## config.mk

```make
export PLATFORM = sky130hd
export DESIGN_NAME = frame_format_classifier
export DESIGN_NICKNAME = d
export VERILOG_FILES = /design/src/shared/frame_class_pkg.sv /design/src/logic/frame_format_classifier.sv /design/src/logic/beat_fifo.sv
export SDC_FILE = /design/constraint.sdc
export NUM_CORES = 1
export LEC_CHECK = 0
export BUFFER_PORTS_ARGS = -buffer_cell sky130_fd_sc_hd__buf_2
export CORE_MARGIN = 4
export CORE_UTILIZATION = 46
export CTS_CLUSTER_SIZE = 12
export DETAILED_ROUTE_END_ITERATION = 10
export HOLD_SLACK_MARGIN = 0.08
export PLACE_DENSITY = 0.73
export SYNTH_ARGS = -nofsm -noshare
export SYNTH_HDL_FRONTEND = slang
export SYNTH_SLANG_ARGS = --single-unit
```

## constraint.sdc

```tcl
create_clock -name mclk -period 2.2 [get_ports mclk]
set_clock_uncertainty 0.1 [all_clocks]
set_input_delay 0.44 -clock mclk [delete_from_list [all_inputs] [get_ports mclk]]
set_output_delay 0.44 -clock mclk [all_outputs]
set_load 0.005 [all_outputs]
```

## src/shared/frame_class_pkg.sv

```systemverilog
// Shared constants and types for the frame-format classifier
package frame_class_pkg;

  localparam int DATA_W = 8;
  localparam int FIFO_DEPTH = 4;
  localparam int HDR_BYTES = 48;
  localparam int ADDR_BYTES = 12;
  localparam int TAG_BYTES = 4;
  localparam int LABEL_BYTES = 4;
  localparam int SECTAG_BYTES = 16;
  localparam logic [15:0] TPID_CTAG = 16'h8100;
  localparam logic [15:0] TPID_STAG = 16'h88A8;
  localparam logic [15:0] ETYPE_MPLS = 16'h8847;
  localparam logic [6:0] CONF_OFS_MIN = 7'h01;
  localparam logic [6:0] CONF_OFS_MAX = 7'h7F;
  localparam logic [6:0] CONF_OFS_NONE = 7'h00;
  localparam logic [6:0] CONF_OFS_30 = 7'h1E;
  localparam logic [6:0] CONF_OFS_50 = 7'h32;
  localparam logic [2:0] PAUSE_HIGH = 3'h3;
  localparam logic [2:0] PAUSE_LOW = 3'h1;
  localparam logic [15:0] PAUSE_QUANTA = 16'hFFFF;
  localparam logic [15:0] PAUSE_RELEASE = 16'h0000;

  typedef enum logic [2:0] {
    FMT_STANDARD = 3'h0,
    FMT_ONE_TAG_BYPASS = 3'h1,
    FMT_TWO_TAG_BYPASS = 3'h2,
    FMT_MPLS_ONE = 3'h3,
    FMT_MPLS_TWO = 3'h4
  } frame_fmt_t;

  typedef struct packed {
    logic dest_addr;
    logic src_addr;
    logic tpid_outer;
    logic vid_outer;
    logic tpid_inner;
    logic vid_inner;
    logic etype;
    logic mpls_etype;
    logic label_outer;
    logic label_inner;
    logic sectag;
  } field_set_t;

  typedef struct packed {
    frame_fmt_t fmt;
    logic rx_dir;
    logic key_256;
    logic [6:0] conf_ofs;
    field_set_t sel;
  } sa_ctx_t;

  typedef struct packed {
    field_set_t usable;
    logic [5:0] clear_len;
    logic [5:0] sectag_pos;
    logic [5:0] auth_start;
    logic [7:0] enc_start;
    logic [4:0] key_bytes;
    logic ofs_ok;
    logic bypass_tag_ok;
  } class_result_t;

  typedef struct packed {
    logic [DATA_W-1:0] data;
    logic last;
  } beat_t;

  localparam int BEAT_W = DATA_W + 1;

endpackage

```

## src/logic/frame_format_classifier.sv

```systemverilog
// Frame-format classifier with clear-header layout and pause buffer
//
// Overview of operation
// - Each association chooses its own set of fields used for its match.
// - Before decryption, everything after the SecTAG counts as encrypted.
// - Standard transmit matches addresses, present tags and VIDs, Ethertype.
// - Standard receive matches addresses and SecTAG only, any tag count.
// - One-tag bypass keeps the tag clear; receive may match TPID, VID.
// - Dual-tagged frame with one-tag bypass exposes only the outer tag on receive.
// - Two-tag bypass keeps both tags clear; receive may match both.
// - One-label MPLS keeps addresses, MPLS type, label clear both ways.
// - Two-label MPLS transmit may match addresses, type and both labels.
// - Keys of 128 or 256 bits, chosen per association context.
// - Tags or labels go out clear while the inner payload is protected.
// - Block sits between system-side MAC and line-side MAC, transparent.
// - Egress growth triggers pause frames; system MAC must stop sending.
// - A buffer holds egress beats during growth and decides on pause.
// - Bypassed tags are outside both encryption and authentication.
// - A bypassed MPLS header is outside encryption and authentication.
// - Confidentiality offsets of 0 to 127 bytes, byte granular, accepted.
`timescale 1ns/1ps
module frame_format_classifier
  import frame_class_pkg::*;
(
  // Clock and reset
  input wire logic mclk,
  input wire logic rstn,
  // Per-association context and observed frame
  input wire sa_ctx_t ctx,
  input wire logic [1:0] tag_count,
  input wire logic mpls_seen,
  input wire logic ctx_valid,
  // Classification answer
  output class_result_t result,
  output logic result_valid,
  // System-side egress beats
  input wire logic sys_valid,
  output logic sys_ready,
  input wire beat_t sys_beat,
  // Line-side egress beats
  output logic line_valid,
  input wire logic line_ready,
  output beat_t line_beat,
  // Pause request toward the system MAC
  output logic pause_req,
  output logic [15:0] pause_quanta
);

  // Classification layout
  field_set_t usable;
  logic [5:0] clear_len;
  logic [7:0] enc_start;
  logic [4:0] key_bytes;
  logic ofs_ok, tag_ok;
  class_result_t next_result;
  logic next_result_valid;

  always_comb begin
    usable = '0;
    clear_len = 6'(ADDR_BYTES);
    tag_ok = 1'b1;
    // Addresses are always in clear in both directions
    usable.dest_addr = 1'b1;
    usable.src_addr = 1'b1;
    unique case (ctx.fmt)
      FMT_STANDARD: begin
        if (!ctx.rx_dir) begin
          // Transmit sees the plaintext header
          usable.tpid_outer = (tag_count != 2'h0);
          usable.vid_outer = (tag_count != 2'h0);
          usable.tpid_inner = (tag_count == 2'h2);
          usable.vid_inner = (tag_count == 2'h2);
          usable.etype = 1'b1;
        end else begin
          // All tags hidden behind the SecTAG
          usable.sectag = 1'b1;
        end
      end
      FMT_ONE_TAG_BYPASS: begin
        tag_ok = (tag_count != 2'h0);
        // Only the outer tag stays clear
        clear_len = 6'(ADDR_BYTES + TAG_BYTES);
        usable.tpid_outer = 1'b1;
        usable.vid_outer = 1'b1;
        if (!ctx.rx_dir) begin
          usable.tpid_inner = (tag_count == 2'h2);
          usable.vid_inner = (tag_count == 2'h2);
          usable.etype = 1'b1;
        end else begin
          usable.sectag = 1'b1;
        end
      end
      FMT_TWO_TAG_BYPASS: begin
        tag_ok = (tag_count == 2'h2);
        clear_len = 6'(ADDR_BYTES + 2 * TAG_BYTES);
        usable.tpid_outer = 1'b1;
        usable.vid_outer = 1'b1;
        usable.tpid_inner = 1'b1;
        usable.vid_inner = 1'b1;
        usable.etype = !ctx.rx_dir;
        usable.sectag = ctx.rx_dir;
      end
      FMT_MPLS_ONE: begin
        tag_ok = mpls_seen;
        // MPLS type and label clear in both directions
        clear_len = 6'(ADDR_BYTES + 2 + LABEL_BYTES);
        usable.mpls_etype = 1'b1;
        usable.label_outer = 1'b1;
        usable.sectag = ctx.rx_dir;
      end
      FMT_MPLS_TWO: begin
        tag_ok = mpls_seen;
        // Whole two-label header stays clear
        clear_len = 6'(ADDR_BYTES + 2 + 2 * LABEL_BYTES);
        usable.mpls_etype = 1'b1;
        usable.label_outer = 1'b1;
        usable.label_inner = 1'b1;
        usable.sectag = ctx.rx_dir;
      end
      default: begin
        tag_ok = 1'b0;
      end
    endcase
    // Any byte offset 0..127 is legal, the 7-bit field covers all
    ofs_ok = (ctx.conf_ofs >= CONF_OFS_MIN) ||
             (ctx.conf_ofs == CONF_OFS_NONE);
    // Encryption starts after SecTAG plus the offset
    enc_start = 8'(clear_len) + 8'(SECTAG_BYTES) + 8'(ctx.conf_ofs);
    key_bytes = ctx.key_256 ? 5'h1F : 5'h0F;
    next_result.usable = usable & ctx.sel;
    next_result.clear_len = clear_len;
    next_result.sectag_pos = clear_len;
    next_result.auth_start = clear_len;
    next_result.enc_start = enc_start;
    next_result.key_bytes = key_bytes;
    next_result.ofs_ok = ofs_ok;
    next_result.bypass_tag_ok = tag_ok;
    next_result_valid = ctx_valid;
  end

  always_ff @(posedge mclk) begin
    if (!rstn) begin
      result <= '0;
      result_valid <= 1'b0;
    end else begin
      result <= next_result;
      result_valid <= next_result_valid;
    end
  end

  // Expansion buffer between system and line MACs
  logic fifo_out_valid, fifo_pop;
  beat_t fifo_out;
  logic [$clog2(FIFO_DEPTH):0] fill;
  logic in_ready;
  logic sys_push;
  logic next_line_valid;
  beat_t next_line_beat;

  beat_fifo #(
    .WIDTH(BEAT_W),
    .DEPTH(FIFO_DEPTH)
  ) pause_expansion_buffer (
    .mclk(mclk),
    .rstn(rstn),
    .in_valid(sys_push),
    .in_ready(in_ready),
    .in_data(sys_beat),
    .out_valid(fifo_out_valid),
    .out_ready(fifo_pop),
    .out_data(fifo_out),
    .level(fill)
  );

  // Only a beat the source saw taken may enter, else a held beat repeats
  assign sys_push = sys_valid && sys_ready;

  // Output register slot refills when empty or being consumed
  assign fifo_pop = fifo_out_valid && (!line_valid || line_ready);

  always_comb begin
    next_line_valid = line_valid;
    next_line_beat = line_beat;
    if (fifo_pop) begin
      next_line_valid = 1'b1;
      next_line_beat = fifo_out;
    end else if (line_ready) begin
      next_line_valid = 1'b0;
    end
  end

  always_ff @(posedge mclk) begin
    if (!rstn) begin
      line_valid <= 1'b0;
      line_beat <= '0;
    end else begin
      line_valid <= next_line_valid;
      line_beat <= next_line_beat;
    end
  end

  // Pause with hysteresis so the request does not chatter per beat
  typedef enum logic [1:0] {
    FLOW_RUN = 2'b01,
    FLOW_PAUSE = 2'b10
  } flow_state_t;
  flow_state_t flow, next_flow;
  logic next_pause_req;
  logic [15:0] next_pause_quanta;
  logic next_sys_ready;

  always_comb begin
    next_flow = flow;
    unique case (flow)
      FLOW_RUN: begin
        if (fill >= 3'(PAUSE_HIGH)) begin
          next_flow = FLOW_PAUSE;
        end
      end
      FLOW_PAUSE: begin
        if (fill <= 3'(PAUSE_LOW)) begin
          next_flow = FLOW_RUN;
        end
      end
      default: begin
        next_flow = FLOW_RUN;
      end
    endcase
    next_pause_req = (next_flow == FLOW_PAUSE);
    next_pause_quanta = next_pause_req ? PAUSE_QUANTA : PAUSE_RELEASE;
    // Registered ready lags one beat; the high mark leaves room for it
    next_sys_ready = (fill < 3'(FIFO_DEPTH - 1)) ||
                     (fill == 3'(FIFO_DEPTH - 1) && fifo_pop);
  end

  always_ff @(posedge mclk) begin
    if (!rstn) begin
      flow <= FLOW_RUN;
      pause_req <= 1'b0;
      pause_quanta <= PAUSE_RELEASE;
      sys_ready <= 1'b0;
    end else begin
      flow <= next_flow;
      pause_req <= next_pause_req;
      pause_quanta <= next_pause_quanta;
      sys_ready <= next_sys_ready;
    end
  end

  // Checks
  a_rx_no_etype: assert property (
    @(posedge mclk) disable iff (!rstn)
    ctx_valid && ctx.rx_dir |=> !result.usable.etype)
    else $error("receive result exposes encrypted ethertype");
  a_std_rx_fields: assert property (
    @(posedge mclk) disable iff (!rstn)
    ctx_valid && ctx.rx_dir && ctx.fmt == FMT_STANDARD |=>
    !result.usable.tpid_outer && !result.usable.vid_inner)
    else $error("standard receive exposes tags");
  a_std_tx_tags: assert property (
    @(posedge mclk) disable iff (!rstn)
    ctx_valid && !ctx.rx_dir && ctx.fmt == FMT_STANDARD &&
    tag_count == 2'h2 && ctx.sel.vid_inner |=> result.usable.vid_inner)
    else $error("standard transmit drops inner vid");
  a_one_tag_len: assert property (
    @(posedge mclk) disable iff (!rstn)
    ctx_valid && ctx.fmt == FMT_ONE_TAG_BYPASS |=>
    result.sectag_pos == 6'h10 && (!$past(ctx.rx_dir) ||
    !result.usable.vid_inner))
    else $error("one-tag bypass layout wrong");
  a_two_tag_len: assert property (
    @(posedge mclk) disable iff (!rstn)
    ctx_valid && ctx.fmt == FMT_TWO_TAG_BYPASS |=>
    result.auth_start == 6'h14)
    else $error("two-tag bypass clear length wrong");
  a_mpls_len: assert property (
    @(posedge mclk) disable iff (!rstn)
    ctx_valid && ctx.fmt == FMT_MPLS_TWO |=>
    result.sectag_pos == 6'h16)
    else $error("two-label clear length wrong");
  a_sel_mask: assert property (
    @(posedge mclk) disable iff (!rstn)
    ctx_valid |=> (result.usable & ~$past(ctx.sel)) == '0)
    else $error("field used without selection");
  a_key_len: assert property (
    @(posedge mclk) disable iff (!rstn)
    ctx_valid |=> result.key_bytes ==
    ($past(ctx.key_256) ? 5'h1F : 5'h0F))
    else $error("key length mismatch");
  a_pause_high: assert property (
    @(posedge mclk) disable iff (!rstn)
    fill >= 3'(PAUSE_HIGH) |=> pause_req)
    else $error("no pause at high fill");
  a_no_loss: assert property (
    @(posedge mclk) disable iff (!rstn)
    sys_push |-> in_ready)
    else $error("beat accepted with no buffer room");
  a_enc_after_tag: assert property (
    @(posedge mclk) disable iff (!rstn)
    result_valid |-> result.enc_start >=
    8'(result.sectag_pos) + 8'(SECTAG_BYTES))
    else $error("encryption starts before SecTAG end");

  c_pause_seen: cover property (@(posedge mclk) disable iff (!rstn)
    $rose(pause_req));
  c_pause_release: cover property (@(posedge mclk) disable iff (!rstn)
    $fell(pause_req));
  c_mpls_rx: cover property (@(posedge mclk) disable iff (!rstn)
    ctx_valid && ctx.rx_dir && ctx.fmt == FMT_MPLS_ONE);
  c_buffer_full: cover property (@(posedge mclk) disable iff (!rstn)
    fill == 3'(FIFO_DEPTH));
endmodule

```

## src/logic/beat_fifo.sv

```systemverilog
// Small valid/ready FIFO holding egress beats during frame expansion
`timescale 1ns/1ps
module beat_fifo #(
  parameter int WIDTH = 9,
  parameter int DEPTH = 4
) (
  // Clock and reset
  input wire logic mclk,
  input wire logic rstn,
  // Filling side
  input wire logic in_valid,
  output logic in_ready,
  input wire logic [WIDTH-1:0] in_data,
  // Draining side
  output logic out_valid,
  input wire logic out_ready,
  output logic [WIDTH-1:0] out_data,
  // Fill level
  output logic [$clog2(DEPTH):0] level
);
  localparam int AW = $clog2(DEPTH);
  logic [WIDTH-1:0] mem [DEPTH];
  logic [AW-1:0] wr_ptr, rd_ptr, next_wr_ptr, next_rd_ptr;
  logic [AW:0] count, next_count;
  logic push, pop;

  assign in_ready = (count != DEPTH[AW:0]);
  assign out_valid = (count != '0);
  assign out_data = mem[rd_ptr];
  assign level = count;
  assign push = in_valid && in_ready;
  assign pop = out_valid && out_ready;

  always_comb begin
    next_wr_ptr = push ? wr_ptr + 1'b1 : wr_ptr;
    next_rd_ptr = pop ? rd_ptr + 1'b1 : rd_ptr;
    next_count = count;
    if (push && !pop) begin
      next_count = count + 1'b1;
    end else if (pop && !push) begin
      next_count = count - 1'b1;
    end
  end

  always_ff @(posedge mclk) begin
    if (!rstn) begin
      wr_ptr <= '0;
      rd_ptr <= '0;
      count <= '0;
    end else begin
      wr_ptr <= next_wr_ptr;
      rd_ptr <= next_rd_ptr;
      count <= next_count;
    end
  end

  // Storage has no reset; only the count slots from rd_ptr onward are ever read out
  always_ff @(posedge mclk) begin
    if (push) begin
      mem[wr_ptr] <= in_data;
    end
  end
endmodule

```

==> results_dict.tcl <==
set metrics [dict create \
    num-fill-cells 618 \
    grt_usage 0.153 \
    number_of_max_slew_violations_in_the_final_report 0 \
    ys_warn_count 0 \
    first_pass_iters 4 \
    area.growth.synth_to_final_pct 19.8 \
    post_cts_repair_timing_setup_buffer_count 0 \
    synth_edf_count 36 \
    setup_repair_after_global_routing_missed_its_margin "no" \
    cts_root_buffer "clkbuf_8" \
    syn-instance-count 300 \
    critical_path_arrival_ps 2150 \
    endpoint_kind "flop" \
    path_max_fanout 6 \
    pwr_density_cell_nw_per_um2 988 \
    hold_path_class "input pin to flop" \
    report.power.total_mw 4.26 \
    worst_slew_margin_rel 0.639 \
    cts_buf_count 9 \
    hpwlAfterDp_mm 5.41 \
    drt.antenna.violating_nets 0 \
    tritoncts "built" \
    static_leakage_nw 1.97 \
    yosysUniqueCellTypes 42 \
    dieArea_um2 9300 \
    synth.top_cells.by_area "edfxtp_1, dfxtp_1, buf_4" \
    initial_core_util 0.486 \
    vias_per_cell 4.79 \
    worst_slew_pin_slew_ps 540 \
    design.final.nets 456 \
    wl_per_cell_um 14.4 \
    boundaryPins 113 \
    global_route.overflow_total 0 \
    number_of_global_route_vias_before_repair 2218 \
    final.setup.tns_ps 0 \
    critical_path_class "flop to flop" \
    netlist.top_cell.by_area "edfxtp_1" \
    utilization 0.582 \
    ys.flop_type "dfxtp_1" \
    fin_crit_period_ps 2020 \
    outcome "finished clean" \
    ir_worst_vdd_uv 542 \
    core-area_um2 7410 \
    cts_hold_repair.buffers 0 \
    postSynth.asyncResetShare 0 \
    routabilityCongestion 0.739 \
    placement_rows 31 \
    layout-drive-gt1-share 0.382 \
    worst_skew_pair.late_latency_ps 360 \
    pin_count_of_the_biggest_net_entering_global_routing 18 \
    detail_route.drc_violations 0 \
    cts_clk_pin_slew_worst_paths_ps 100 \
    cap_violations 0 \
    critPathLaunchType "flop" \
    timing.final.hold_violations 0 \
    final.period_utilization 0.919 \
    dpl-instance-area_um2 4120 \
    finalSetupViolCount 0 \
    layout.cell_area.non_filler_um2 4310 \
    n_antenna_cell 0 \
    multi_input_comb_area_um2 1240 \
    detailroute.via_count 2393 \
    numClockSinks 85 \
    crit_slowest_cell "dfxtp_1" \
    grt_pass1_wl_mm 10.5 \
    drt_first_iter_violations 78 \
    worst-endpoint-required_ps 2320 \
    dieHeight_um 96.4 \
    cts.repair.resized 0 \
    mappedNetlistArea_um2 3600 \
    ff_latch_area_um2 2060 \
    cp_slowest_stage_delay_ps 440 \
    commonest_cells_in_the_synthesized_netlist "dfxtp_1, edfxtp_1, buf_4" \
    h-tree-depth 3 \
    numPortBuffers 106 \
    synth_seq_area_share 0.573 \
    grt_antenna_before_repair 0 \
    worstPathCellList "inv_1 -> ha_1 -> nand2b_1 -> and2_4 -> inv_1 -> ha_1 -> o21ai_0 -> o21a_1 -> nor2_1" \
    postSynthRegisterBits 85 \
    floorplan.die.width_um 96.4 \
    synth.top_cell.area_share 0.301 \
    max_freq_mhz 495 \
    yosysMostFrequentCell "dfxtp_1" \
    clock_path_buffers 2 \
    routed_wl_mm 7.18 \
    syn-mean-instance-area_um2 12.0 \
]
==> where the power goes <==
part           leakage (nW)  switching (mW)  total (mW)  internal, mW
Combinational          1.15           0.579        1.17         0.594
Sequential            0.731           0.164        2.02          1.86
Clock                0.0960           0.620        1.06         0.440
Total                  1.97            1.36        4.26          2.89
==> per-layer routing <==
layer,track usage,wire length (um),vias to the layer above,share of wire
li1,-,-,1181,-
met1,0.182,2990,1127,0.42
met2,0.266,3650,79,0.51
met3,0.0426,477,6,0.066
met4,0.0537,60,0,0.0084
met5,0,0,-,0
==> critical path: cells and delay by family, from the launching register on <==
kind / cells / cell delay (ps)
simple gates: 3 / 300
flops: 1 / 440
buf+inv: 2 / 130
compound gates: 2 / 330
fa+ha+maj: 2 / 590
==> logic make-up after synthesis <==
| family | Yosys count | synth area share |
|---|---|---|
| xor+xnor | 9 | 0.0219 |
| mux | 10 | 0.0602 |
| flops | 85 | 0.573 |
| simple gates | 86 | 0.121 |
| other cells | 1 | 0.00104 |
| compound gates | 36 | 0.0570 |
| fa+ha+maj | 20 | 0.0717 |
| buf+inv | 53 | 0.0939 |
==> per-stage QoR <==
stage	std cells	worst slack, ps	hold WS, ps
floorplan	305	35.4	345
global placement	484	-151	338
detailed placement	484	-187	345
CTS	500	151	154
global route	500	1.03	168
finish	500	178	174
==> final timing paths <==
path | from | to | slack [ps] | cells after the start
min reg2reg | line_beat[0] | line_beat[0] | 350 | 2
min | ctx[5] | result[38] | 170 | 2
max | pause_expansion_buffer.level[0] | pause_expansion_buffer.level[2] | 180 | 9
max reg2reg | pause_expansion_buffer.level[0] | pause_expansion_buffer.level[2] | 180 | 9
==> final cells by class <==
cell class / instances / area share
Clock buffer: 9 / 0.0287
Clock inverter: 7 / 0.0148
Inverter: 11 / 0.00958
Multi-Input combinational cell: 167 / 0.289
Sequential cell: 85 / 0.479
Tap cell: 99 / 0.0287
Timing Repair Buffer: 122 / 0.151
==> cell usage in the layout, fill, tap and decap left out, types with 5 or more instances in the layout <==
master    Yosys  final
buf_2         6    106
dfxtp_1      49     49
edfxtp_1     36     36
nand2_1      22     22
nor2_1       22     22
ha_1         19     18
and2_1       16     16
buf_4        33     16
a21oi_1      12     12
inv_1        11     11
clkbuf_8      0      9
nand2b_1      8      8
mux4_2        8      8
o21ai_1       8      8
o21ai_0       6      6
conb_1        1      6
and3_1        5      5
==> sequential cells by signal, summed over array words and instances (netlist names) <==
signal,flops
pause_expansion_buffer.wr_ptr,2
pause_expansion_buffer.level,3
flow,2
sys_ready,1
result_valid,1
line_beat,9
pause_quanta,1
pause_expansion_buffer.rd_ptr,2
result,27
line_valid,1
pause_expansion_buffer.mem,36
No activity file was read; power rests on OpenSTA's default activity.
